**src/hw/isvu_pkg.sv**
```systemverilog
// Shared constants and types for the interrupt source and vector unit
package isvu_pkg;

  // ****************************************
  // Sizes
  // ****************************************
  localparam int NUM_SRC = 12;
  localparam int NUM_FLAG = 13;
  localparam int NUM_LVL = 4;
  localparam int ADDR_W = 16;

  // ****************************************
  // Source index, in arbitration rank order
  // ****************************************
  localparam int SRC_EXT0 = 0;
  localparam int SRC_BROWNOUT = 1;
  localparam int SRC_WATCHDOG = 2;
  localparam int SRC_TIMER0 = 3;
  localparam int SRC_TWOWIRE = 4;
  localparam int SRC_EXT1 = 5;
  localparam int SRC_KEYBOARD = 6;
  localparam int SRC_CMP1 = 7;
  localparam int SRC_TIMER1 = 8;
  localparam int SRC_CMP2 = 9;
  localparam int SRC_SERIAL = 10;
  localparam int SRC_PWM = 11;

  // ****************************************
  // Flag index; the serial source owns two flags
  // ****************************************
  localparam int FLG_EXT0 = 0;
  localparam int FLG_BROWNOUT = 1;
  localparam int FLG_WATCHDOG = 2;
  localparam int FLG_TIMER0 = 3;
  localparam int FLG_TWOWIRE = 4;
  localparam int FLG_EXT1 = 5;
  localparam int FLG_KEYBOARD = 6;
  localparam int FLG_CMP1 = 7;
  localparam int FLG_TIMER1 = 8;
  localparam int FLG_CMP2 = 9;
  localparam int FLG_SER_RX = 10;
  localparam int FLG_PWM = 11;
  localparam int FLG_SER_TX = 12;

  // ****************************************
  // Reset values
  // ****************************************
  localparam logic RST_FLAG = 1'b0;
  localparam logic [NUM_LVL-1:0] RST_IN_SERVICE = 4'h0;
  localparam logic [ADDR_W-1:0] RST_ADDR = 16'h0000;

  // ****************************************
  // Vector table, indexed by source
  // ****************************************
  localparam logic [ADDR_W-1:0] VECTOR [NUM_SRC] = '{
    16'h0003, 16'h002b, 16'h0053, 16'h000b, 16'h0033, 16'h0013,
    16'h003b, 16'h0063, 16'h001b, 16'h0043, 16'h0023, 16'h0073
  };

  // ****************************************
  // Types
  // ****************************************
  typedef enum logic [1:0] {
    ST_IDLE = 2'b00,
    ST_PUSH = 2'b01,
    ST_LOAD = 2'b11,
    ST_POP = 2'b10
  } isvu_state_t;

  typedef struct packed {
    logic push;
    logic pop;
    logic [ADDR_W-1:0] wdata;
  } isvu_stack_t;

  typedef struct packed {
    logic load;
    logic [ADDR_W-1:0] addr;
  } isvu_pc_t;

endpackage

```
**src/hw/isvu_flag.sv**
```systemverilog
// One interrupt flag cell with hardware set, hardware clear and software write
`timescale 1ns/1ns
module isvu_flag (
  input wire logic clk_i,
  input wire logic rst_i,
  input wire logic set_i,
  input wire logic hw_clr_i,
  input wire logic sw_we_i,
  input wire logic sw_d_i,
  output logic q_o
);

  logic next_q;

  // ****************************************
  // Next value
  // ****************************************
  // Set beats any clear so a coincident event is never lost
  always_comb begin
    if (set_i) begin
      next_q = 1'b1;
    end else if (sw_we_i) begin
      next_q = sw_d_i;
    end else begin
      next_q = q_o & ~hw_clr_i;
    end
  end

  always_ff @(posedge clk_i or posedge rst_i) begin
    if (rst_i) begin
      q_o <= isvu_pkg::RST_FLAG;
    end else begin
      q_o <= next_q;
    end
  end

endmodule

```
**src/hw/isvu_top.sv**
```systemverilog
// Interrupt source gathering, arbitration and vector call sequencing
//
// Summary of operation
// - Per-pin trigger bit picks edge or level
// - Edge mode: high then low sample sets flag
// - Edge flag cleared on vectoring
// - Level flag not cleared; low pin re-requests
// - Timer overflows set flags, cleared on vectoring
// - Watchdog timeout sets flag, software clears
// - Serial rx/tx flags share request, software clears
// - Software may set or clear every flag
// - Per-source enables plus global enable
// - Comparator toggle sets flag, software clears
// - New two-wire status sets flag, software clears
// - Active brake sets flag, software clears
// - Sample and arbitrate every machine cycle
// - Call needs level, last cycle, no blocking insn
// - Denied requests are not remembered
// - Call pushes PC, not status, loads vector
// - Vectors for ext0, timers, ext1, serial, brownout
// - Vectors for two-wire, keyboard, comparators, watchdog, PWM
// - Return pops stack top into PC
// - Only interrupt return ends in-service level
// - Two priority bits per source, level 3 highest
// - Preempt only by strictly higher level
// - Fixed rank breaks equal-level ties
`timescale 1ns/1ns
module isvu_top (
  input wire logic MCLK_I,
  input wire logic SYS_RST_I,
  input wire logic MCYCLE_I,
  input wire logic EXT_IRQ0_PIN_I,
  input wire logic EXT_IRQ1_PIN_I,
  input wire logic EXT0_TRIGGER_TYPE_I,
  input wire logic EXT1_TRIGGER_TYPE_I,
  input wire logic TIMER0_OVERFLOW_I,
  input wire logic TIMER1_OVERFLOW_I,
  input wire logic WATCHDOG_TIMEOUT_I,
  input wire logic SERIAL_RX_DONE_I,
  input wire logic SERIAL_TX_DONE_I,
  input wire logic COMPARATOR1_OUT_I,
  input wire logic COMPARATOR2_OUT_I,
  input wire logic TWOWIRE_STATUS_NEW_I,
  input wire logic KEYBOARD_EVENT_I,
  input wire logic BROWNOUT_EVENT_I,
  input wire logic PWM_BRAKE_I,
  input wire logic [isvu_pkg::NUM_FLAG-1:0] FLAG_WE_I,
  input wire logic [isvu_pkg::NUM_FLAG-1:0] FLAG_WDATA_I,
  input wire logic [isvu_pkg::NUM_SRC-1:0] IRQ_ENABLE_I,
  input wire logic GLOBAL_IRQ_ENABLE_I,
  input wire logic [isvu_pkg::NUM_SRC-1:0] PRIORITY_HIGH_I,
  input wire logic [isvu_pkg::NUM_SRC-1:0] PRIORITY_LOW_I,
  input wire logic LAST_CYCLE_I,
  input wire logic BLOCKING_WRITE_I,
  input wire logic RETURN_FROM_INTERRUPT_I,
  input wire logic RETURN_PLAIN_I,
  input wire logic [isvu_pkg::ADDR_W-1:0] PC_I,
  input wire logic [isvu_pkg::ADDR_W-1:0] STACK_RDATA_I,
  output logic [isvu_pkg::NUM_FLAG-1:0] FLAGS_O,
  output logic [isvu_pkg::NUM_LVL-1:0] IN_SERVICE_O,
  output isvu_pkg::isvu_stack_t STACK_O,
  output isvu_pkg::isvu_pc_t PC_LOAD_O,
  output logic BUSY_O
);

  // ****************************************
  // Declarations
  // ****************************************
  logic ext0_sample;
  logic ext1_sample;
  logic cmp1_prev;
  logic cmp2_prev;
  logic [isvu_pkg::NUM_FLAG-1:0] flag_set;
  logic [isvu_pkg::NUM_FLAG-1:0] flag_hw_clr;
  logic [isvu_pkg::NUM_FLAG-1:0] flag_q;
  logic [isvu_pkg::NUM_SRC-1:0] src_flag;
  logic [isvu_pkg::NUM_SRC-1:0] src_pending;
  logic [1:0] src_level [isvu_pkg::NUM_SRC];
  logic best_found;
  logic [3:0] best_src;
  logic [1:0] best_level;
  logic [isvu_pkg::NUM_LVL-1:0] in_service;
  logic [isvu_pkg::NUM_LVL-1:0] next_in_service;
  logic any_active;
  logic [1:0] cur_level;
  logic accept;
  logic call_window;
  logic level_clear;
  logic do_return;
  logic [isvu_pkg::ADDR_W-1:0] saved_pc;
  logic [isvu_pkg::ADDR_W-1:0] load_addr;
  isvu_pkg::isvu_state_t state;
  isvu_pkg::isvu_state_t next_state;

  // ****************************************
  // External pin sampling
  // ****************************************
  // One sample per machine cycle; pulses shorter than that may be missed
  always_ff @(posedge MCLK_I or posedge SYS_RST_I) begin
    if (SYS_RST_I) begin
      ext0_sample <= 1'b1;
      ext1_sample <= 1'b1;
    end else if (MCYCLE_I) begin
      ext0_sample <= EXT_IRQ0_PIN_I;
      ext1_sample <= EXT_IRQ1_PIN_I;
    end
  end

  // ****************************************
  // Comparator toggle detection
  // ****************************************
  // Reset low; a comparator already high flags one toggle after reset
  always_ff @(posedge MCLK_I or posedge SYS_RST_I) begin
    if (SYS_RST_I) begin
      cmp1_prev <= 1'b0;
      cmp2_prev <= 1'b0;
    end else begin
      cmp1_prev <= COMPARATOR1_OUT_I;
      cmp2_prev <= COMPARATOR2_OUT_I;
    end
  end

  // ****************************************
  // Flag set and hardware clear terms
  // ****************************************
  always_comb begin
    flag_set = '0;
    // Edge: high sample followed by low sample; level: low sample keeps it set
    if (EXT0_TRIGGER_TYPE_I) begin
      flag_set[isvu_pkg::FLG_EXT0] = MCYCLE_I & ext0_sample & ~EXT_IRQ0_PIN_I;
    end else begin
      flag_set[isvu_pkg::FLG_EXT0] = MCYCLE_I & ~EXT_IRQ0_PIN_I;
    end
    if (EXT1_TRIGGER_TYPE_I) begin
      flag_set[isvu_pkg::FLG_EXT1] = MCYCLE_I & ext1_sample & ~EXT_IRQ1_PIN_I;
    end else begin
      flag_set[isvu_pkg::FLG_EXT1] = MCYCLE_I & ~EXT_IRQ1_PIN_I;
    end
    flag_set[isvu_pkg::FLG_TIMER0] = TIMER0_OVERFLOW_I;
    flag_set[isvu_pkg::FLG_TIMER1] = TIMER1_OVERFLOW_I;
    flag_set[isvu_pkg::FLG_WATCHDOG] = WATCHDOG_TIMEOUT_I;
    flag_set[isvu_pkg::FLG_SER_RX] = SERIAL_RX_DONE_I;
    flag_set[isvu_pkg::FLG_SER_TX] = SERIAL_TX_DONE_I;
    flag_set[isvu_pkg::FLG_CMP1] = COMPARATOR1_OUT_I ^ cmp1_prev;
    flag_set[isvu_pkg::FLG_CMP2] = COMPARATOR2_OUT_I ^ cmp2_prev;
    flag_set[isvu_pkg::FLG_TWOWIRE] = TWOWIRE_STATUS_NEW_I;
    flag_set[isvu_pkg::FLG_KEYBOARD] = KEYBOARD_EVENT_I;
    flag_set[isvu_pkg::FLG_BROWNOUT] = BROWNOUT_EVENT_I;
    flag_set[isvu_pkg::FLG_PWM] = PWM_BRAKE_I;
  end

  // Only edge external flags and timer flags are cleared by the call itself
  always_comb begin
    flag_hw_clr = '0;
    if (accept) begin
      if (best_src == 4'(isvu_pkg::SRC_EXT0)) begin
        flag_hw_clr[isvu_pkg::FLG_EXT0] = EXT0_TRIGGER_TYPE_I;
      end
      if (best_src == 4'(isvu_pkg::SRC_EXT1)) begin
        flag_hw_clr[isvu_pkg::FLG_EXT1] = EXT1_TRIGGER_TYPE_I;
      end
      if (best_src == 4'(isvu_pkg::SRC_TIMER0)) begin
        flag_hw_clr[isvu_pkg::FLG_TIMER0] = 1'b1;
      end
      if (best_src == 4'(isvu_pkg::SRC_TIMER1)) begin
        flag_hw_clr[isvu_pkg::FLG_TIMER1] = 1'b1;
      end
    end
  end

  // ****************************************
  // Flag cells
  // ****************************************
  genvar gi;
  generate
    for (gi = 0; gi < isvu_pkg::NUM_FLAG; gi++) begin : g_flag
      isvu_flag u_flag (
        .clk_i(MCLK_I),
        .rst_i(SYS_RST_I),
        .set_i(flag_set[gi]),
        .hw_clr_i(flag_hw_clr[gi]),
        .sw_we_i(FLAG_WE_I[gi]),
        .sw_d_i(FLAG_WDATA_I[gi]),
        .q_o(flag_q[gi])
      );
    end
  endgenerate

  assign FLAGS_O = flag_q;

  // ****************************************
  // Source requests
  // ****************************************
  always_comb begin
    src_flag = flag_q[isvu_pkg::NUM_SRC-1:0];
    src_flag[isvu_pkg::SRC_SERIAL] = flag_q[isvu_pkg::FLG_SER_RX] |
                                     flag_q[isvu_pkg::FLG_SER_TX];
  end

  assign src_pending = src_flag & IRQ_ENABLE_I & {isvu_pkg::NUM_SRC{GLOBAL_IRQ_ENABLE_I}};

  always_comb begin
    for (int i = 0; i < isvu_pkg::NUM_SRC; i++) begin
      src_level[i] = {PRIORITY_HIGH_I[i], PRIORITY_LOW_I[i]};
    end
  end

  // ****************************************
  // Arbitration
  // ****************************************
  // Scan from lowest rank up; a later winner needs an equal or higher level,
  // so the best-ranked source wins among equals
  always_comb begin
    best_found = 1'b0;
    best_src = 4'h0;
    best_level = 2'h0;
    for (int i = isvu_pkg::NUM_SRC - 1; i >= 0; i--) begin
      if (src_pending[i] && (!best_found || src_level[i] >= best_level)) begin
        best_found = 1'b1;
        best_src = 4'(i);
        best_level = src_level[i];
      end
    end
  end

  // Highest level currently in service
  always_comb begin
    any_active = |in_service;
    cur_level = 2'h0;
    for (int l = 0; l < isvu_pkg::NUM_LVL; l++) begin
      if (in_service[l]) begin
        cur_level = 2'(l);
      end
    end
  end

  // Instruction boundary with no enable, priority or interrupt return in flight
  assign call_window = MCYCLE_I & LAST_CYCLE_I
                       & ~BLOCKING_WRITE_I & ~RETURN_FROM_INTERRUPT_I;

  // Equal level never preempts, so level 3 is never interrupted
  assign level_clear = ~any_active | (best_level > cur_level);

  // Decision taken fresh each machine cycle from live flags; nothing is held
  assign accept = call_window & best_found & (state == isvu_pkg::ST_IDLE)
                  & level_clear;

  assign do_return = (state == isvu_pkg::ST_IDLE) & ~accept &
                     (RETURN_FROM_INTERRUPT_I | RETURN_PLAIN_I);

  // ****************************************
  // In-service record
  // ****************************************
  // A plain return pops the stack but keeps the level marked
  always_comb begin
    next_in_service = in_service;
    if (accept) begin
      next_in_service[best_level] = 1'b1;
    end else if (do_return && RETURN_FROM_INTERRUPT_I) begin
      next_in_service[cur_level] = 1'b0;
    end
  end

  always_ff @(posedge MCLK_I or posedge SYS_RST_I) begin
    if (SYS_RST_I) begin
      in_service <= isvu_pkg::RST_IN_SERVICE;
    end else begin
      in_service <= next_in_service;
    end
  end

  assign IN_SERVICE_O = in_service;

  // ****************************************
  // Call and return sequencer
  // ****************************************
  // Return pulses while busy are dropped; the core must not send them
  always_comb begin
    next_state = state;
    unique case (state)
      isvu_pkg::ST_IDLE: begin
        if (accept) begin
          next_state = isvu_pkg::ST_PUSH;
        end else if (do_return) begin
          next_state = isvu_pkg::ST_POP;
        end
      end
      isvu_pkg::ST_PUSH: begin
        next_state = isvu_pkg::ST_LOAD;
      end
      isvu_pkg::ST_POP: begin
        next_state = isvu_pkg::ST_LOAD;
      end
      isvu_pkg::ST_LOAD: begin
        next_state = isvu_pkg::ST_IDLE;
      end
    endcase
  end

  always_ff @(posedge MCLK_I or posedge SYS_RST_I) begin
    if (SYS_RST_I) begin
      state <= isvu_pkg::ST_IDLE;
    end else begin
      state <= next_state;
    end
  end

  // Return address captured at acceptance; status word is left alone
  always_ff @(posedge MCLK_I or posedge SYS_RST_I) begin
    if (SYS_RST_I) begin
      saved_pc <= isvu_pkg::RST_ADDR;
    end else if (accept) begin
      saved_pc <= PC_I;
    end
  end

  // Target: vector on a call, whatever the stack holds on a return
  always_ff @(posedge MCLK_I or posedge SYS_RST_I) begin
    if (SYS_RST_I) begin
      load_addr <= isvu_pkg::RST_ADDR;
    end else if (accept) begin
      load_addr <= isvu_pkg::VECTOR[best_src];
    end else if (state == isvu_pkg::ST_POP) begin
      load_addr <= STACK_RDATA_I;
    end
  end

  // ****************************************
  // Outputs
  // ****************************************
  always_comb begin
    STACK_O.push = (state == isvu_pkg::ST_PUSH);
    STACK_O.pop = (state == isvu_pkg::ST_POP);
    STACK_O.wdata = saved_pc;
    PC_LOAD_O.load = (state == isvu_pkg::ST_LOAD);
    PC_LOAD_O.addr = load_addr;
  end

  assign BUSY_O = (state != isvu_pkg::ST_IDLE);

endmodule

```
**config.mk**
```make
export PLATFORM = sky130hd
export DESIGN_NAME = isvu_top
export DESIGN_NICKNAME = d
export VERILOG_FILES = /design/src/hw/isvu_pkg.sv /design/src/hw/isvu_flag.sv /design/src/hw/isvu_top.sv
export SDC_FILE = /design/constraint.sdc
export NUM_CORES = 1
export LEC_CHECK = 0
export BUFFER_PORTS_ARGS = -buffer_cell sky130_fd_sc_hd__buf_2
export CORE_AREA = 4 4 90 113
export DETAILED_ROUTE_END_ITERATION = 8
export DIE_AREA = 0 0 94 117
export PLACE_DENSITY = 0.76
export SYNTH_ARGS = -nofsm -noshare
export SYNTH_HDL_FRONTEND = slang
export SYNTH_SLANG_ARGS = --single-unit
export TNS_END_PERCENT = 50
```
**constraint.sdc**
```tcl
create_clock -name MCLK_I -period 21.1 [get_ports MCLK_I]
set_clock_uncertainty 0.05 [all_clocks]
set_input_delay 2.11 -clock MCLK_I [delete_from_list [all_inputs] [get_ports MCLK_I]]
set_output_delay 2.11 -clock MCLK_I [all_outputs]
set_load 0.01 [all_outputs]
```
==> impl_metrics.env <==
export IMPL_clk_insertion_delay_late_ns=0.30
export IMPL_cts_buffers=5
export IMPL_finalWirelength_microns=12300
export IMPL_ir_worst_vdd_v=0.0000632
export IMPL_synth_edf_count=0
export IMPL_worst_pin_slew_ns=1.20
export IMPL_place_congestion=0.935
export IMPL_status="finished, final reports clean"
export IMPL_cp_arrival_ns=19.18
export IMPL_synth_distinct_cells=69
export IMPL_layout_drive_gt1_share_pct=33.3
export IMPL_maxSlewHeadroom_pct=20.3
export IMPL_p_leak_nw=2.70
export IMPL_setup_ws_ns=2.05
export IMPL_synth_warnings=0
export IMPL_critical_path_class="input pin to flop"
export IMPL_syn_to_final_growth_pct=25.0
export IMPL_syn_inst=481
export IMPL_crit_path_start_kind="input pin"
export IMPL_fmax_mhz=52.5
export IMPL_overflow=0
export IMPL_rsz0062_at_grt="false"
export IMPL_fin_crit_ns=19.05
export IMPL_slowest_stage="o2111a_1"
export IMPL_synthArstFlopShare_pct=100
export IMPL_hp_class="flop to flop"
export IMPL_pre_cts_ws_ns=1.88
export IMPL_antenna_found_initial=0
export IMPL_ctsResizeCount=0
export IMPL_initialDrtViolationCount=205
export IMPL_fill_cells=873
export IMPL_syn_area_sq_um=4130
export IMPL_end_kind="flop"
export IMPL_finish_instance_area_sq_um=5160
export IMPL_post_cts_buffers=0
export IMPL_die_h_microns=117
export IMPL_dp_cells=752
export IMPL_syn_nets=627
export IMPL_yosys_top_cells_area="dfrtp_1 32%, ha_1 8.8%, nand2_1 7.8%"
export IMPL_port_buffers=169
export IMPL_dpl_instance_area_sq_um=5000
export IMPL_viasPerCell=5.39
export IMPL_drt_pre_antenna_iters=4
export IMPL_antenna_cells=0
export IMPL_fin_crit_sh_pct=90.3
export IMPL_fin_cells=760
export IMPL_die_area_sq_um=11000
export IMPL_crit_path_frequent_cell="ha_1"
export IMPL_final_nets=782
export IMPL_power_density_nw_per_um2=88.0
export IMPL_grt_max_degree=56
export IMPL_ioPinCount=170
export IMPL_tns_ns=0
export IMPL_postCtsHoldBufs=0
export IMPL_cts_max_path_buffers=2
export IMPL_grt_pass1_vias=4168
export IMPL_finalSetupViolCount=0
export IMPL_cts_sinks=55
export IMPL_holdWs_ns=0.432
export IMPL_ys_seq_area_share_pct=33.4
export IMPL_drc_errors=0
export IMPL_clk_pin_slew_ns=0.07
export IMPL_cap_violations=0
export IMPL_grt_first_pass_wirelength_microns=19500
export IMPL_synth_ff_type="dfrtp_1"
export IMPL_core_sq_um=9080
export IMPL_wire_per_inst_microns=16.2
export IMPL_grt_usage_pct=22.2
export IMPL_cp_max_fo=33
export IMPL_crit_required_ns=21.23
export IMPL_initial_core_util_pct=45.5
export IMPL_rows=39
export IMPL_cts_root_buf="clkbuf_16"
export IMPL_ys_ff_latch=55
export IMPL_synth_top_area_share_pct=32.1
export IMPL_cpPeakStageDelay_ns=1.08
export IMPL_vias=4098
export IMPL_synth_top_area_cell="dfrtp_1"
export IMPL_synth_area_per_cell_sq_um=8.58
export IMPL_die_w_microns=94
export IMPL_htree_num_levels=2
export IMPL_drv_slew=0
export IMPL_ys_top_cells_by_count="86 x nand2_1, 53 x dfrtp_1, 33 x nor2_1"
export IMPL_cts_tree="built"
export IMPL_yosysMostFrequentCell="nand2_1"
export IMPL_antenna_left=0
export IMPL_hold_viol_final=0
export IMPL_hpwl_microns=9850
-- power breakdown --
group	total (mW)	switching (mW)	internal (mW)	leakage, nW
Clock	0.0866	0.0414	0.0452	0.0719
Sequential	0.160	0.0213	0.139	0.655
Combinational	0.207	0.116	0.0911	1.97
-- layout make-up --
type	count	area, sq um	share of cell area [%]
clock inverters	3	27.5	0.534
repair buffers	171	861	16.7
multi-input cells	374	2500	48.5
flip-flops and latches	55	1380	26.7
clock buffers	5	125	2.43
inverters	29	109	2.11
well taps	123	154	2.98
-- per-layer routing --
metal / share of wire, % / wire length [microns] / vias to the layer above / track usage (%)
met5: 0 / 0 / - / 0
met4: 1.4 / 170 / 0 / 5.20
met3: 7.4 / 908 / 15 / 5.24
met2: 51 / 6250 / 147 / 40.3
met1: 40 / 4970 / 1927 / 26.7
li1: - / - / 2009 / -
-- layout by cell type (no fill, tap or decap), types with 4 or more instances in the layout --
master       n
nand3_1     16
nor2b_1     11
clkbuf_16    5
buf_2      169
a211o_1     10
nor2_1      33
dfrtp_1     53
o21a_1       6
nor3_1       4
mux2i_1     18
nand2_1     86
ha_1        29
a21o_1       7
a21oi_1     29
nand2b_1    18
inv_1       27
and3_1       7
o21ai_0     22
-- state kept, by name (all words and copies together), names as in the netlist --
signal and cells:
load_addr 16, saved_pc 16, g_flag.u_flag.q_o 13, IN_SERVICE_O 4, state 2, cmp1_prev 1, cmp2_prev 1, ext0_sample 1
ext1_sample 1
-- cells by family (layout without fill, tap and decap cells) --
family	count (synthesis)	after routing	synth area share (%)
flops	55	55	33.4
buf+inv	52	208	5.94
xor+xnor	2	2	0.425
compound gates	123	123	22.5
simple gates	198	198	23.4
fa+ha+maj	29	29	8.79
mux	22	22	5.55
-- worst max-delay path, delay by kind of cell --
kind	cells	cell delay (ns)
buffers and inverters	4	0.66
AO/OA/AOI/OAI	37	8.48
multiplexers	1	0.34
adder cells (fa/ha/maj)	12	3.06
AND/OR/NAND/NOR	30	4.49
-- through the flow --
| stage | power, mW | util, % |
|---|---|---|
| finish | 0.454 | 56.8 |
| global route | 0.490 | 56.8 |
| CTS | 0.458 | 56.8 |
| detailed placement | 0.369 | 55.1 |
| global placement | 0.361 | 55.1 |
| floorplan | 0.294 | - |
-- final timing paths --
check | start | depth (start not counted) | slack [ns] | to
worst max-delay path | GLOBAL_IRQ_ENABLE_I | 84 | 2.05 | g_flag[0].u_flag.q_o
worst min-delay path | saved_pc[8] | 2 | 0.43 | saved_pc[8]
worst max register to register | g_flag[11].u_flag.q_o | 84 | 3.66 | g_flag[0].u_flag.q_o
worst min register to register | saved_pc[8] | 2 | 0.43 | saved_pc[8]
max in group asynchronous | SYS_RST_I | 3 | 18.58 | load_addr[5]
min in group asynchronous | SYS_RST_I | 3 | 1.95 | load_addr[0]
Note: power is estimated with default switching activity, not from simulation.
